$ cat config.mk
export PLATFORM = sky130hd
export DESIGN_NAME = pdsir_port_regs
export DESIGN_NICKNAME = d
export VERILOG_FILES = /design/src/hw/pdsir_pkg.sv /design/src/hw/pdsir_port_regs.sv
export SDC_FILE = /design/constraint.sdc
export NUM_CORES = 1
export LEC_CHECK = 0
export ABC_AREA = 1
export BUFFER_PORTS_ARGS = -buffer_cell sky130_fd_sc_hd__buf_2
export CAP_MARGIN = 20
export CORE_AREA = 10 10 93 95
export CTS_CLUSTER_SIZE = 8
export DETAILED_ROUTE_END_ITERATION = 10
export DIE_AREA = 0 0 103 105
export PLACE_DENSITY = 0.73
export SETUP_SLACK_MARGIN = 0.1
export SYNTH_ARGS = -nofsm -noshare
export SYNTH_HDL_FRONTEND = slang
export SYNTH_SLANG_ARGS = --single-unit
$ cat constraint.sdc
create_clock -name clock -period 1.9 [get_ports clock]
set_input_delay 0.095 -clock clock [delete_from_list [all_inputs] [get_ports clock]]
set_output_delay 0.095 -clock clock [all_outputs]
set_load 0.02 [all_outputs]
$ cat src/hw/pdsir_pkg.sv
// Purpose: constants for the per-port diagnostic, status and event registers
// Assumes: 16-bit register words, port number in address bits 15:12
// Notes: offsets are port-relative; the port number is added above them
`default_nettype none
package pdsir_pkg;
	// =========================================================
	// address map
	localparam logic [3:0]  PORT_SHIFT_W      = 4'hC;
	localparam logic [11:0] OFS_CABLE_DIAG    = 12'h124;
	localparam logic [11:0] OFS_LINK_STATUS   = 12'h126;
	localparam logic [11:0] OFS_RX_SYM_ERR    = 12'h12A;
	localparam logic [11:0] OFS_EVENT_CTRL    = 12'h136;
	// =========================================================
	// cable diagnostic control fields
	localparam int          DIAG_TRIG_BIT     = 15;
	localparam int          DIAG_RSV14_BIT    = 14;
	localparam int          DIAG_PAIR_LSB     = 12;
	localparam int          DIAG_RSV_LSB      = 10;
	localparam int          DIAG_RESULT_LSB   = 8;
	localparam logic [1:0]  PAIR_RESET        = 2'h0;
	localparam logic [1:0]  RESULT_RESET      = 2'h0;
	localparam logic [1:0]  RESULT_OPEN       = 2'h1;
	localparam logic [1:0]  RESULT_SHORT      = 2'h2;
	// =========================================================
	// link status and event register fields
	localparam int          LINK_GIG_BIT      = 1;
	localparam int          LINK_FAST_BIT     = 0;
	localparam int          EVENT_EN_LSB      = 8;
	localparam int          EVENT_FLAG_LSB    = 0;
	localparam logic [7:0]  EVENT_RESET       = 8'h00;
	localparam logic [15:0] COUNT_RESET       = 16'h0000;
	localparam logic [15:0] COUNT_MAX         = 16'hFFFF;
	// =========================================================
	// diagnostic sequencer states
	typedef enum logic [0:0]
	{
		DIAG_IDLE = 1'b0,
		DIAG_RUN  = 1'b1
	} pdsir_diag_t;
endpackage
`default_nettype wire

$ cat src/hw/pdsir_port_regs.sv
// Purpose: one transceiver port's diagnostic, link, error count and events
// Assumes: all inputs come from logic on the same clock
// Notes: one instance per port; PORT_NUM selects the 0xN000 address page
// Summary of operation
// a one written to the trigger bit starts a test that clears it when done.
// a zero written to the trigger bit starts no test.
// the trigger bit reads one while a test runs and zero once done.
// bits 13:12 pick pair A to D for the test and reset to pair A.
// bits 9:8 report no fault, open or short and reset to no fault.
// status bit 1 shows whether the gigabit link is up.
// status bit 0 shows whether the fast link is up.
// a 16-bit count of symbol-error frames resets to zero and clears on read.
// bits 15:8 of the event register are read-write source enables.
// bits 7:0 are read-only flags, each eight places below its enable.
// a flag sets on its event and stays set until a register read clears it.
// all enables and flags reset to zero.
// the interrupt request is high while any set flag has its enable set.
// flags record events whatever their enable holds.
`default_nettype none
module pdsir_port_regs
	import pdsir_pkg::*;
#(
	parameter logic [3:0] PORT_NUM = 4'h1
)
(
	input  wire logic        clock,       // system clock
	input  wire logic        rst,         // async reset, active high
	input  wire logic [15:0] regAddr,     // absolute register address
	input  wire logic        regWr,       // write strobe, one cycle
	input  wire logic        regRd,       // read strobe, one cycle
	input  wire logic [15:0] regWdata,    // write data
	output logic      [15:0] regRdata,    // read data, one cycle after regRd
	output logic             regRdValid,  // read data valid pulse
	output logic             diagStart,   // pulse: begin measurement
	output logic      [1:0]  diagPair,    // pair under test
	input  wire logic        diagDone,    // pulse: measurement over
	input  wire logic [1:0]  diagResult,  // fault code with diagDone
	input  wire logic        gigLinkUp,   // gigabit link level
	input  wire logic        fastLinkUp,  // fast link level
	input  wire logic        symErrFrame, // pulse: frame with symbol error
	input  wire logic [7:0]  eventIn,     // event pulses, jabber at bit 7
	output logic             irqReq       // per-port interrupt request
);
	// =========================================================
	// decode
	logic hitPage;
	logic wrDiag;
	logic wrEvt;
	logic rdCnt;
	logic rdEvt;
	assign hitPage = (regAddr[15:12] == PORT_NUM);
	assign wrDiag  = regWr && hitPage && (regAddr[11:0] == OFS_CABLE_DIAG);
	assign wrEvt   = regWr && hitPage && (regAddr[11:0] == OFS_EVENT_CTRL);
	assign rdCnt   = regRd && hitPage && (regAddr[11:0] == OFS_RX_SYM_ERR);
	assign rdEvt   = regRd && hitPage && (regAddr[11:0] == OFS_EVENT_CTRL);
	// =========================================================
	// cable diagnostic
	pdsir_diag_t diagState_ff;
	pdsir_diag_t nxt_diagState;
	logic [1:0]  pairSel_ff;
	logic [1:0]  nxt_pairSel;
	logic [2:0]  rsvBits_ff;
	logic [2:0]  nxt_rsvBits;
	logic [1:0]  result_ff;
	logic [1:0]  nxt_result;
	logic        start_ff;
	logic        nxt_start;
	logic        running;
	assign running = (diagState_ff == DIAG_RUN);
	always_comb
	begin
		nxt_diagState = diagState_ff;
		nxt_pairSel   = pairSel_ff;
		nxt_rsvBits   = rsvBits_ff;
		nxt_result    = result_ff;
		nxt_start     = 1'b0;
		case (diagState_ff)
			DIAG_IDLE:
			begin
				if (wrDiag)
				begin
					nxt_pairSel = regWdata[DIAG_PAIR_LSB +: 2];
					nxt_rsvBits = {regWdata[DIAG_RSV14_BIT],
						regWdata[DIAG_RSV_LSB +: 2]};
					if (regWdata[DIAG_TRIG_BIT])
					begin
						nxt_diagState = DIAG_RUN;
						nxt_start     = 1'b1;
					end
				end
			end
			DIAG_RUN:
			begin
				// pair stays fixed while the measurement runs
				if (diagDone)
				begin
					nxt_result    = diagResult;
					nxt_diagState = DIAG_IDLE;
				end
			end
			default:
				nxt_diagState = DIAG_IDLE;
		endcase
	end
	always_ff @(posedge clock or posedge rst)
	begin
		if (rst)
		begin
			diagState_ff <= DIAG_IDLE;
			pairSel_ff   <= PAIR_RESET;
			rsvBits_ff   <= 3'h0;
			result_ff    <= RESULT_RESET;
			start_ff     <= 1'b0;
		end
		else
		begin
			diagState_ff <= nxt_diagState;
			pairSel_ff   <= nxt_pairSel;
			rsvBits_ff   <= nxt_rsvBits;
			result_ff    <= nxt_result;
			start_ff     <= nxt_start;
		end
	end
	assign diagStart = start_ff;
	assign diagPair  = pairSel_ff;
	// =========================================================
	// symbol error frame counter and event flags
	logic [15:0] errCount_ff;
	logic [15:0] nxt_errCount;
	logic [7:0]  evtEn_ff;
	logic [7:0]  nxt_evtEn;
	logic [7:0]  evtFlag_ff;
	logic [7:0]  nxt_evtFlag;
	always_comb
	begin
		nxt_errCount = errCount_ff;
		if (rdCnt)
			nxt_errCount = COUNT_RESET;
		// a frame arriving in the read cycle is kept in the fresh count
		if (symErrFrame && (nxt_errCount != COUNT_MAX))
			nxt_errCount = nxt_errCount + 16'h0001;
		nxt_evtEn = evtEn_ff;
		if (wrEvt)
			nxt_evtEn = regWdata[EVENT_EN_LSB +: 8];
		// events set flags regardless of enable; set wins over read clear
		nxt_evtFlag = rdEvt ? EVENT_RESET : evtFlag_ff;
		nxt_evtFlag = nxt_evtFlag | eventIn;
	end
	always_ff @(posedge clock or posedge rst)
	begin
		if (rst)
		begin
			errCount_ff <= COUNT_RESET;
			evtEn_ff    <= EVENT_RESET;
			evtFlag_ff  <= EVENT_RESET;
		end
		else
		begin
			errCount_ff <= nxt_errCount;
			evtEn_ff    <= nxt_evtEn;
			evtFlag_ff  <= nxt_evtFlag;
		end
	end
	assign irqReq = |(evtEn_ff & evtFlag_ff);
	// =========================================================
	// read mux
	logic [15:0] rdata_ff;
	logic [15:0] nxt_rdata;
	logic        rdValid_ff;
	logic        nxt_rdValid;
	always_comb
	begin
		nxt_rdata   = 16'h0000;
		nxt_rdValid = regRd;
		if (regRd && hitPage)
		begin
			case (regAddr[11:0])
				OFS_CABLE_DIAG:
				begin
					nxt_rdata[DIAG_TRIG_BIT]         = running;
					nxt_rdata[DIAG_RSV14_BIT]        = rsvBits_ff[2];
					nxt_rdata[DIAG_PAIR_LSB +: 2]    = pairSel_ff;
					nxt_rdata[DIAG_RSV_LSB +: 2]     = rsvBits_ff[1:0];
					nxt_rdata[DIAG_RESULT_LSB +: 2]  = result_ff;
				end
				OFS_LINK_STATUS:
				begin
					nxt_rdata[LINK_GIG_BIT]  = gigLinkUp;
					nxt_rdata[LINK_FAST_BIT] = fastLinkUp;
				end
				OFS_RX_SYM_ERR:
					nxt_rdata = errCount_ff;
				OFS_EVENT_CTRL:
					nxt_rdata = {evtEn_ff, evtFlag_ff};
				default:
					nxt_rdata = 16'h0000;
			endcase
		end
	end
	always_ff @(posedge clock or posedge rst)
	begin
		if (rst)
		begin
			rdata_ff   <= 16'h0000;
			rdValid_ff <= 1'b0;
		end
		else
		begin
			rdata_ff   <= nxt_rdata;
			rdValid_ff <= nxt_rdValid;
		end
	end
	assign regRdata   = rdata_ff;
	assign regRdValid = rdValid_ff;
endmodule
`default_nettype wire

# Word-level counts from Yosys, hierarchy flattened
# Index checks and enable logic that the tools add are counted.
# word_totals
register_bits,58
input_bits,50
output_inout_bits,21
elab_cells,42
# classes
addsub,1
eq_ne,6
muxes,12
bitwise_logic,3
n_reduce_logical,10
# op_table
operator,count
equality test 12 x 9 -> 1 bit (second input constant),4
two-way mux 16 bit,3
one-hot mux 8 bit (3 select lines),1
adder 16 x 1 -> 16 bit (second input constant),1
inequality test 16 bit (second input constant),1
one-hot mux 6 bit (2 select lines),1
AND 8 bit,1
two-way mux 8 bit,1
bitwise OR 8 bit,1
OR reduction 8 bit,1
logical AND 1 bit,7
one-hot mux 2 bit (3 select lines),1
equality test 4 x 1 -> 1 bit (second input constant),1
two-way mux 1 bit,4
AND reduction 2 bit,2
one-hot mux 1 bit (2 select lines),1
NOT 1 bit,1

# Logic depth before layout (Yosys ltp)
# Gate-level depths: netlist (run 1).
# logic_depth
depth_word,7
mapped_depth,18
mapped_depth_nobuf,16

# Least setup slack after synthesis (run 1)
# No wires, ideal clock.
# synth_timing
path_type,input to register
startpoint,input port regAddr[7]
endpoint,register errCount_ff[0]
setup_time_ns,0.116
t_arrival_ns,1.967
t_required_ns,1.784
setup_slack_ns,-0.183
cell_stages,17
n_path_buf,3
cell_sequence,nor2_1 -> nand2_1 -> nor2_2 -> nand3_4 -> buf_6 -> buf_6 -> inv_2 -> nor2_1 -> ha_1 -> nand2_1 -> nand3b_1 -> inv_1 -> nand4_2 -> nand2_2 -> buf_6 -> nand2_1 -> nand2_1
# synth_between
elab_chain_len,6
elab_cells_between_ends,7
classes_between,add/sub: 1; eq/ne: 2; mux: 2; reduce/logical: 2
# synth_rtl
item,line,text
start: declaration,pdsir_port_regs.sv:28,"input wire logic [15:0] regAddr,"
equality test 12 x 9 -> 1 bit (*),pdsir_port_regs.sv:54,assign rdCnt = regRd && hitPage && (regAddr[11:0] == OFS_RX_SYM_ERR);
logical AND 1 bit (*),pdsir_port_regs.sv:54,
two-way mux 16 bit (*),pdsir_port_regs.sv:137,if (rdCnt)
branches (longest 2 deep; another with adder 16 x 1 -> 16 bit),n/a,
two-way mux 16 bit (*),pdsir_port_regs.sv:140,if (symErrFrame && (nxt_errCount != COUNT_MAX))
named net nxt_errCount[0],pdsir_port_regs.sv:129,logic [15:0] nxt_errCount;
end signal: assignment,pdsir_port_regs.sv:159,errCount_ff <= nxt_errCount;
end: declaration,pdsir_port_regs.sv:128,logic [15:0] errCount_ff;
# Mark *: on every way through the listed nets, which the timed path passes.
# A chain may end at the register's enable or synchronous reset.

# Worst setup path in the final report (run 1)
# layout_timing
startpoint,register errCount_ff[0]
endpoint,register errCount_ff[15]
# layout_between
elab_chain_len,4
elab_cells_between_ends,5
classes_between,add/sub: 1; eq/ne: 1; mux: 2; reduce/logical: 1
# layout_rtl
item,line
two-way mux 16 bit (*),pdsir_port_regs.sv:137
branches (longest 2 deep; another with adder 16 x 1 -> 16 bit),n/a
two-way mux 16 bit (*),pdsir_port_regs.sv:140
named net nxt_errCount[15],pdsir_port_regs.sv:129
# Marked as above.

==> results of run 1 <==
==> worst paths after layout <==
path                                          start                   endpoint  slack, ns  cells after the start
max                        errCount_ff[0]$_DFF_PP0_  errCount_ff[15]$_DFF_PP0_       0.23                     10
min                                       gigLinkUp      regRdata[1]$_DFF_PP0_       0.01                      3
max reg2reg                errCount_ff[0]$_DFF_PP0_  errCount_ff[15]$_DFF_PP0_       0.23                     10
min reg2reg                 evtEn_ff[6]$_DFFE_PP0P_    evtEn_ff[6]$_DFFE_PP0P_       0.50                      2
max in group asynchronous                       rst   errCount_ff[0]$_DFF_PP0_       0.95                      4
min in group asynchronous                       rst     regRdata[11]$_DFF_PP0_       0.31                      3
==> logic make-up (layout without fill, tap and decap cells) <==
kind of cell | count (synthesis) | after routing | share of synthesized area
AO/OA/AOI/OAI | 47 | 47 | 0.0972
XOR/XNOR | 6 | 6 | 0.0175
adder cells (fa/ha/maj) | 1 | 1 | 0.00417
buffers and inverters | 64 | 177 | 0.0934
flip-flops | 58 | 58 | 0.484
multiplexers | 4 | 4 | 0.0150
AND/OR/NAND/NOR | 194 | 194 | 0.289
==> final cells by class <==
cell class,count,share of cell area
sequential,58,0.364
multi-input combinational,252,0.336
timing repair buffer,104,0.166
inverter,57,0.0574
clock buffer,12,0.0389
tap,80,0.0251
clock inverter,4,0.0125
==> repair_timing <==
item,4_1_cts,5_1_grt
endpoints found under the hold margin,34,0
resized for setup,0,5
setup endpoints to repair,0,13
hold buffers,15,0
==> state kept, by name, indices dropped and copies added (netlist names) <==
register	cells
regRdata	16
diagPair	2
rsvBits_ff	3
regRdValid	1
diagState_ff	1
evtFlag_ff	8
errCount_ff	16
diagStart	1
evtEn_ff	8
result_ff	2
==> power by group <==
part           switching (W)  internal [W]
Combinational       0.000236      0.000218
Clock               0.000506      0.000675
Sequential         0.0000947       0.00129
==> layer usage <==
layer / global-route usage / wire length, um / vias up
met5: 0 / 0 / -
met1: 0.203 / 3730 / 1303
met4: 0.0646 / 136 / 0
li1: - / - / 1403
met3: 0.0408 / 645 / 17
met2: 0.240 / 3770 / 96
==> per-stage QoR <==
stage	hold WS, ns	power, W	area, um^2	setup TNS [ns]
2_1_floorplan	0.126	0.00167	3080	-0.110
3_3_place_gp	0.127	0.00182	3620	-0.596
3_5_place_dp	0.138	0.00184	3620	-1.03
4_1_cts	0.00691	0.00303	3970	0
5_1_grt	0.0190	0.00316	3990	0
6_report	0.00992	0.00302	3990	0
==> critical path: cells and delay by family (launching register included) <==
| family | cells | cell delay, ns |
|---|---|---|
| DFF | 1 | 0.44 |
| and+or+nand+nor | 6 | 0.54 |
| buffers and inverters | 2 | 0.20 |
| adders and majority gates | 1 | 0.13 |
| AOI/OAI and AO/OA | 1 | 0.25 |
==> layout by cell type, fill, tap and decap left out, types with 9 or more instances in the layout <==
cell type      count
o21ai_0           16
buf_4             27
buf_2             62
clkbuf_8          11
nand2_1          103
o22ai_1            9
dlygate4sd3_1     15
nor2_1            34
dfrtp_1           58
inv_1             50
nand3_1           24
==> flow_metrics.py, run 1 <==
metrics = {
    "synth": {
        "count_leader_synth": "nand2_1",
        "synth-seq-area-share": 0.484,
        "synth_top_area_cell": "dfrtp_1",
        "postSynthCellCount": 374,
        "yosys_register_bits": 58,
        "yosysUniqueCellTypes": 33,
        "netlist_top_cells_count": "nand2_1 (106), dfrtp_1 (58), inv_1 (55), nor2_1 (39), nand3_1 (24)",
        "synth_top_area_share": 0.484,
        "ys.warnings.count": 0,
        "ys.flop_type": "dfrtp_1",
        "netlist_top_cells_area": "dfrtp_1 (48%), nand2_1 (13%), inv_1 (6.9%), nor2_1 (4.9%), nand3_1 (4.0%)",
        "postSynthNetCount": 425,
        "synth_enable_flop_cells": 0,
        "syn_area_per_cell_um2": 8.02,
        "asyncSetResetFlopFracSynth": 1.00,
        "netlist_area_um2": 3000,
    },
    "cts": {
        "cts_sinks": 58,
        "tritoncts": "yes",
        "tritoncts.num_buffers": 9,
        "htree_levels": 3,
        "max-clock-path-buffers": 2,
        "clkTransAtPathRegs_ns": 0.07,
        "post_cts.repair.setup_buffers": 0,
        "root_buffer": "clkbuf_8",
        "insertion_delay_ns": 0.34,
    },
    "timing": {
        "drv_slew": 0,
        "setup_viol": 0,
        "min_period_ns": 1.67,
        "finClkSkew_ns": 0.00948,
        "timing.slew.headroom": 0.673,
        "rsz0062_at_grt": "true",
        "postLayoutSetupSlackWorst_ns": 0.229,
        "timing.fmax_ghz": 0.598,
        "layout_worst_path_cycle_share": 0.880,
        "worstMarginPinSlew_ns": 0.487,
        "timing.final.hold_violations": 0,
    },
    "setup_path": {
        "worst_ep_required_time_ns": 2.13,
        "crit_path_kind": "reg -> reg",
        "endpoint_kind": "flop",
        "start_kind": "flop",
        "cpMaxStageDelayCell": "dfrtp_1",
        "crit_path_frequent_cell": "nand2_1",
        "worst-endpoint-arrival_ns": 1.91,
        "crit_path_largest_cell_delay_ns": 0.44,
        "cp_cell_sequence": "nand2_4 -> inv_4 -> ha_4 -> nand2_1 -> nand3b_1 -> inv_2 -> nand2_2 -> o21a_4 -> nand2_1 -> nand2_1",
        "cp_max_fo": 11,
    },
    "placement": {
        "routabilityCongestion": 0.876,
        "detailedPlacementHpwl_um": 6360,
        "dp.cells": 536,
        "buffer_ports.inserted": 62,
        "pre_cts_ws_ns": -0.120,
    },
    "global_route": {
        "maximum_number_of_pins_on_one_net_before_global_route_repair": 23,
        "grt_pass1_vias": 2848,
        "overflow": 0,
        "grt_antenna_before_repair": 0,
        "grt_pass1_wl_um": 13600,
        "grt_use_total": 0.157,
    },
    "die": {
        "rows": 30,
        "initial_utilization": 0.444,
        "design.core.area_um2": 6760,
        "design.die.area_um2": 10800,
        "die_y_um": 105,
        "die-width_um": 103,
        "top_level_ports": 71,
    },
    "cells_and_area": {
        "insertedDiodeCount": 0,
        "share_of_layout_cells_above_drive_strength_1": 0.290,
        "synthToLayoutAreaGrowth_pct": 33.0,
        "finish.net_count": 533,
        "multiInputGateArea_um2": 1340,
        "final_core_utilization": 0.591,
        "final-instance-count-excl-fill": 567,
        "num-fill-cells": 600,
        "ff_latch_area_um2": 1450,
    },
    "drt": {
        "detailedRoute.firstIterationViolations": 210,
        "antenna_left": 0,
        "wl_um": 8280,
        "dr_total_vias": 2819,
        "drt_drc_violations_left": 0,
        "via_per_inst": 4.97,
        "wl_per_cell_um": 14.6,
        "drt_pass1_iterations": 6,
    },
    "power": {
        "power.ir.vdd_worst_uv": 429,
        "power-per-cell-area_nw_per_um2": 757,
        "power.leakage_nw": 2.13,
    },
    "job": {
        "max_cap_violations": 0,
    },
    "outcome": {
        "run_status": "completed",
    },
    "hold_path": {
        "hold_path_class": "in -> reg",
    },
}
No activity file was read; power rests on OpenSTA's default activity.
==> run 2: changes to the inputs <==
--- a/config.mk
+++ b/config.mk
@@ -5,13 +5,12 @@
 export SDC_FILE = /design/constraint.sdc
 export NUM_CORES = 1
 export LEC_CHECK = 0
-export ABC_AREA = 1
 export BUFFER_PORTS_ARGS = -buffer_cell sky130_fd_sc_hd__buf_2
 export CAP_MARGIN = 20
-export CORE_AREA = 10 10 93 95
+export CORE_AREA = 10 10 90 92
 export CTS_CLUSTER_SIZE = 8
 export DETAILED_ROUTE_END_ITERATION = 10
-export DIE_AREA = 0 0 103 105
+export DIE_AREA = 0 0 100 102
 export PLACE_DENSITY = 0.73
 export SETUP_SLACK_MARGIN = 0.1
 export SYNTH_ARGS = -nofsm -noshare
==> run 2 against run 1 <==
  * Final area decreased by 2.5%
  * Wire length decreased by 4.1%
  * Maximum frequency decreased by 6.5%
  * Critical endpoint is now errCount_ff[3]$_DFF_PP0_
  * Sequential share of layout area increased by 0.94 points
  * Clock skew decreased by 0.0028 ns
  * Synthesized area decreased by 8.3%
  * Synthesized cell count decreased by 34%
  * Clock power decreased by 17%
==> flow_metrics.py, run 2 <==
metrics = {
    "timing": {
        "timing.final.hold_violations": 0,
        "postLayoutSetupSlackWorst_ns": 0.112,
        "finClkSkew_ns": 0.00664,
        "layout_worst_path_cycle_share": 0.941,
        "worstMarginPinSlew_ns": 0.467,
        "rsz0062_at_grt": "true",
        "timing.slew.headroom": 0.688,
        "min_period_ns": 1.79,
        "setup_viol": 0,
        "drv_slew": 0,
        "timing.fmax_ghz": 0.559,
    },
    "drt": {
        "via_per_inst": 5.65,
        "wl_per_cell_um": 17.9,
        "antenna_left": 0,
        "dr_total_vias": 2510,
        "drt_drc_violations_left": 0,
        "drt_pass1_iterations": 4,
        "wl_um": 7950,
        "detailedRoute.firstIterationViolations": 166,
    },
    "cts": {
        "clkTransAtPathRegs_ns": 0.07,
        "root_buffer": "clkbuf_8",
        "htree_levels": 3,
        "cts_sinks": 58,
        "insertion_delay_ns": 0.33,
        "tritoncts.num_buffers": 9,
        "max-clock-path-buffers": 2,
        "tritoncts": "yes",
    },
    "global_route": {
        "overflow": 0,
        "grt_pass1_vias": 2711,
        "maximum_number_of_pins_on_one_net_before_global_route_repair": 38,
        "grt_pass1_wl_um": 13100,
        "grt_use_total": 0.158,
        "grt_antenna_before_repair": 0,
    },
    "hold_path": {
        "hold_path_class": "in -> reg",
        "hold-path-endpoint": "diagState_ff$_DFF_PP0_",
        "hp-start": "regWdata[15]",
        "hold_depth": 2,
    },
    "setup_path": {
        "cp_cell_sequence": "buf_2 -> nor4b_4 -> and3_4 -> nand2_4 -> and2_4 -> ha_4 -> nand4_1 -> buf_4 -> nor4_4 -> buf_4 -> or3_1 -> a21oi_2",
        "worst_ep_required_time_ns": 2.16,
        "cp_max_fo": 5,
        "endpoint_kind": "flop",
        "crit_path_frequent_cell": "buf_4",
        "worst-endpoint-arrival_ns": 2.05,
        "reg2reg_to": "errCount_ff[3]$_DFF_PP0_",
        "start_kind": "primary input",
        "crit_path_kind": "in -> reg",
        "timing.reg2reg.setup_slack_ns": 0.12,
        "timing.rr.start": "errCount_ff[1]$_DFF_PP0_",
        "r2r.worst_path.cells": 8,
        "crit_path_largest_cell_delay_ns": 0.35,
        "cpMaxStageDelayCell": "or3_1",
    },
    "placement": {
        "placement_stage_cell_area_um2": 3410,
        "detailedPlacementHpwl_um": 5730,
        "routabilityCongestion": 0.883,
        "pre_cts_ws_ns": -0.210,
        "buffer_ports.inserted": 62,
    },
    "synth": {
        "postSynthNetCount": 297,
        "yosys_register_bits": 58,
        "synth_enable_flop_cells": 0,
        "netlist_area_um2": 2750,
        "yosysUniqueCellTypes": 56,
        "synth_compound_area_frac": 0.171,
        "synth_top_area_share": 0.528,
        "post_synth_xor_area_fraction": 0.00637,
        "synth-seq-area-share": 0.528,
        "multiplexer_share_of_the_synthesized_area": 0.0651,
        "postSynthCellCount": 246,
        "ys.warnings.count": 0,
        "yosys.area_share.adder": 0.00455,
        "synth_top_family_by_area": "simple AND/OR/NAND/NOR gates",
        "netlist_top_cells_count": "dfrtp_1 (58), nand2_1 (19), a21oi_1 (18), nand4_1 (9)",
        "yosys.area_share.simple": 0.198,
        "synth_top_area_cell": "dfrtp_1",
        "syn_area_per_cell_um2": 11.2,
        "ys.flop_type": "dfrtp_1",
        "asyncSetResetFlopFracSynth": 1.00,
        "netlist_top_cells_area": "dfrtp_1 (53%), a21oi_1 (3.3%), mux2_1 (3.3%), mux2_2 (2.9%), nand2_1 (2.6%)",
        "count_leader_synth": "dfrtp_1",
    },
    "cells_and_area": {
        "layout_common_cells": "buf_2 (59), dfrtp_1 (58), buf_4 (32)",
        "finish.instance_area_um2": 3890,
        "share_of_layout_cells_above_drive_strength_1": 0.395,
        "insertedDiodeCount": 0,
        "num-fill-cells": 547,
        "final_common_cell": "buf_2",
        "ff_latch_area_um2": 1450,
        "final_core_utilization": 0.620,
        "synthToLayoutAreaGrowth_pct": 41.5,
        "multiInputGateArea_um2": 1350,
        "finish.net_count": 413,
    },
    "die": {
        "die_y_um": 102,
        "top_level_ports": 71,
        "die-width_um": 100,
        "initial_utilization": 0.438,
        "design.die.area_um2": 10200,
        "design.core.area_um2": 6280,
        "rows": 29,
    },
    "power": {
        "power-per-cell-area_nw_per_um2": 717,
        "power.ir.vdd_worst_uv": 425,
        "power.leakage_nw": 1.82,
    },
    "outcome": {
        "run_status": "completed",
    },
    "job": {
        "max_cap_violations": 0,
    },
}
run 2: cell count changes after synthesis, sizes merged, moves of 6 or more:
cell / delta
o21ai: -11
a32oi: +8
a21oi: +14
nand3: -19
nand2: -92
o21bai: -8
nor2: -37
a22o: +7
a21o: +8
inv: -52
o22ai: -8
mux2: +11
and2: +6
run 2: area by class of cell:
| type | instances | share of cell area |
|---|---|---|
| Inverter | 5 | 0.00482 |
| Timing Repair Buffer | 115 | 0.207 |
| Clock inverter | 6 | 0.00836 |
| Clock buffer | 10 | 0.0354 |
| Multi-Input combinational cell | 173 | 0.347 |
| Tap cell | 77 | 0.0248 |
| Sequential cell | 58 | 0.373 |
run 2: what timing repair did:
item                                    4_1_cts  5_1_grt
hold buffers                                 18        0
pin swaps                                     1       13
gates resized for setup                       1       15
endpoints found under the setup margin        5        9
buffers inserted                              4        5
cloned                                        0        1
hold endpoints to repair                     38        0
run 2: cells by family (layout without fill, tap and decap cells):
group | Yosys count | after routing
xor+xnor | 2 | 2
fa+ha+maj | 1 | 1
mux | 16 | 16
compound gates | 67 | 67
buf+inv | 15 | 136
simple gates | 87 | 87
flops | 58 | 58
run 2: how the worst max path moves through the flow:
stage / from / end / slack (ns)
2_1_floorplan: regAddr[1] / errCount_ff[9]$_DFF_PP0_ / -0.04
3_3_place_gp: regAddr[4] / errCount_ff[6]$_DFF_PP0_ / -0.15
3_5_place_dp: regAddr[3] / errCount_ff[0]$_DFF_PP0_ / -0.21
4_1_cts: errCount_ff[1]$_DFF_PP0_ / errCount_ff[6]$_DFF_PP0_ / 0.11
5_1_grt: errCount_ff[1]$_DFF_PP0_ / errCount_ff[6]$_DFF_PP0_ / 0.04
6_report: regAddr[10] / errCount_ff[3]$_DFF_PP0_ / 0.11
run 2: per-layer routing:
metal	global-route usage	share of wire
met1	0.196	0.44
met2	0.256	0.47
met3	0.0412	0.078
met4	0.0674	0.018
met5	0	0
run 2: per-stage QoR:
step,hold slack [ns],TNS [ns],std cells,total power (W)
global route,0.00909,0,444,0.00292
global placement,0.129,-0.962,400,0.00171
detailed placement,0.134,-1.54,400,0.00173
floorplan,0.126,-0.0413,246,0.00157
finish,0.0101,0,444,0.00279
CTS,0.000818,0,438,0.00276
run 2: critical path, delay by kind of cell:
family | cells | cell delay [ns]
adders and majority gates | 1 | 0.15
AOI/OAI and AO/OA | 1 | 0.14
buffers and inverters | 3 | 0.43
and+or+nand+nor | 7 | 1.23
run 2: power by group:
group          switching, W  internal, W
Clock              0.000487     0.000496
Sequential         0.000105      0.00130
Combinational      0.000183     0.000222
Total              0.000775      0.00202
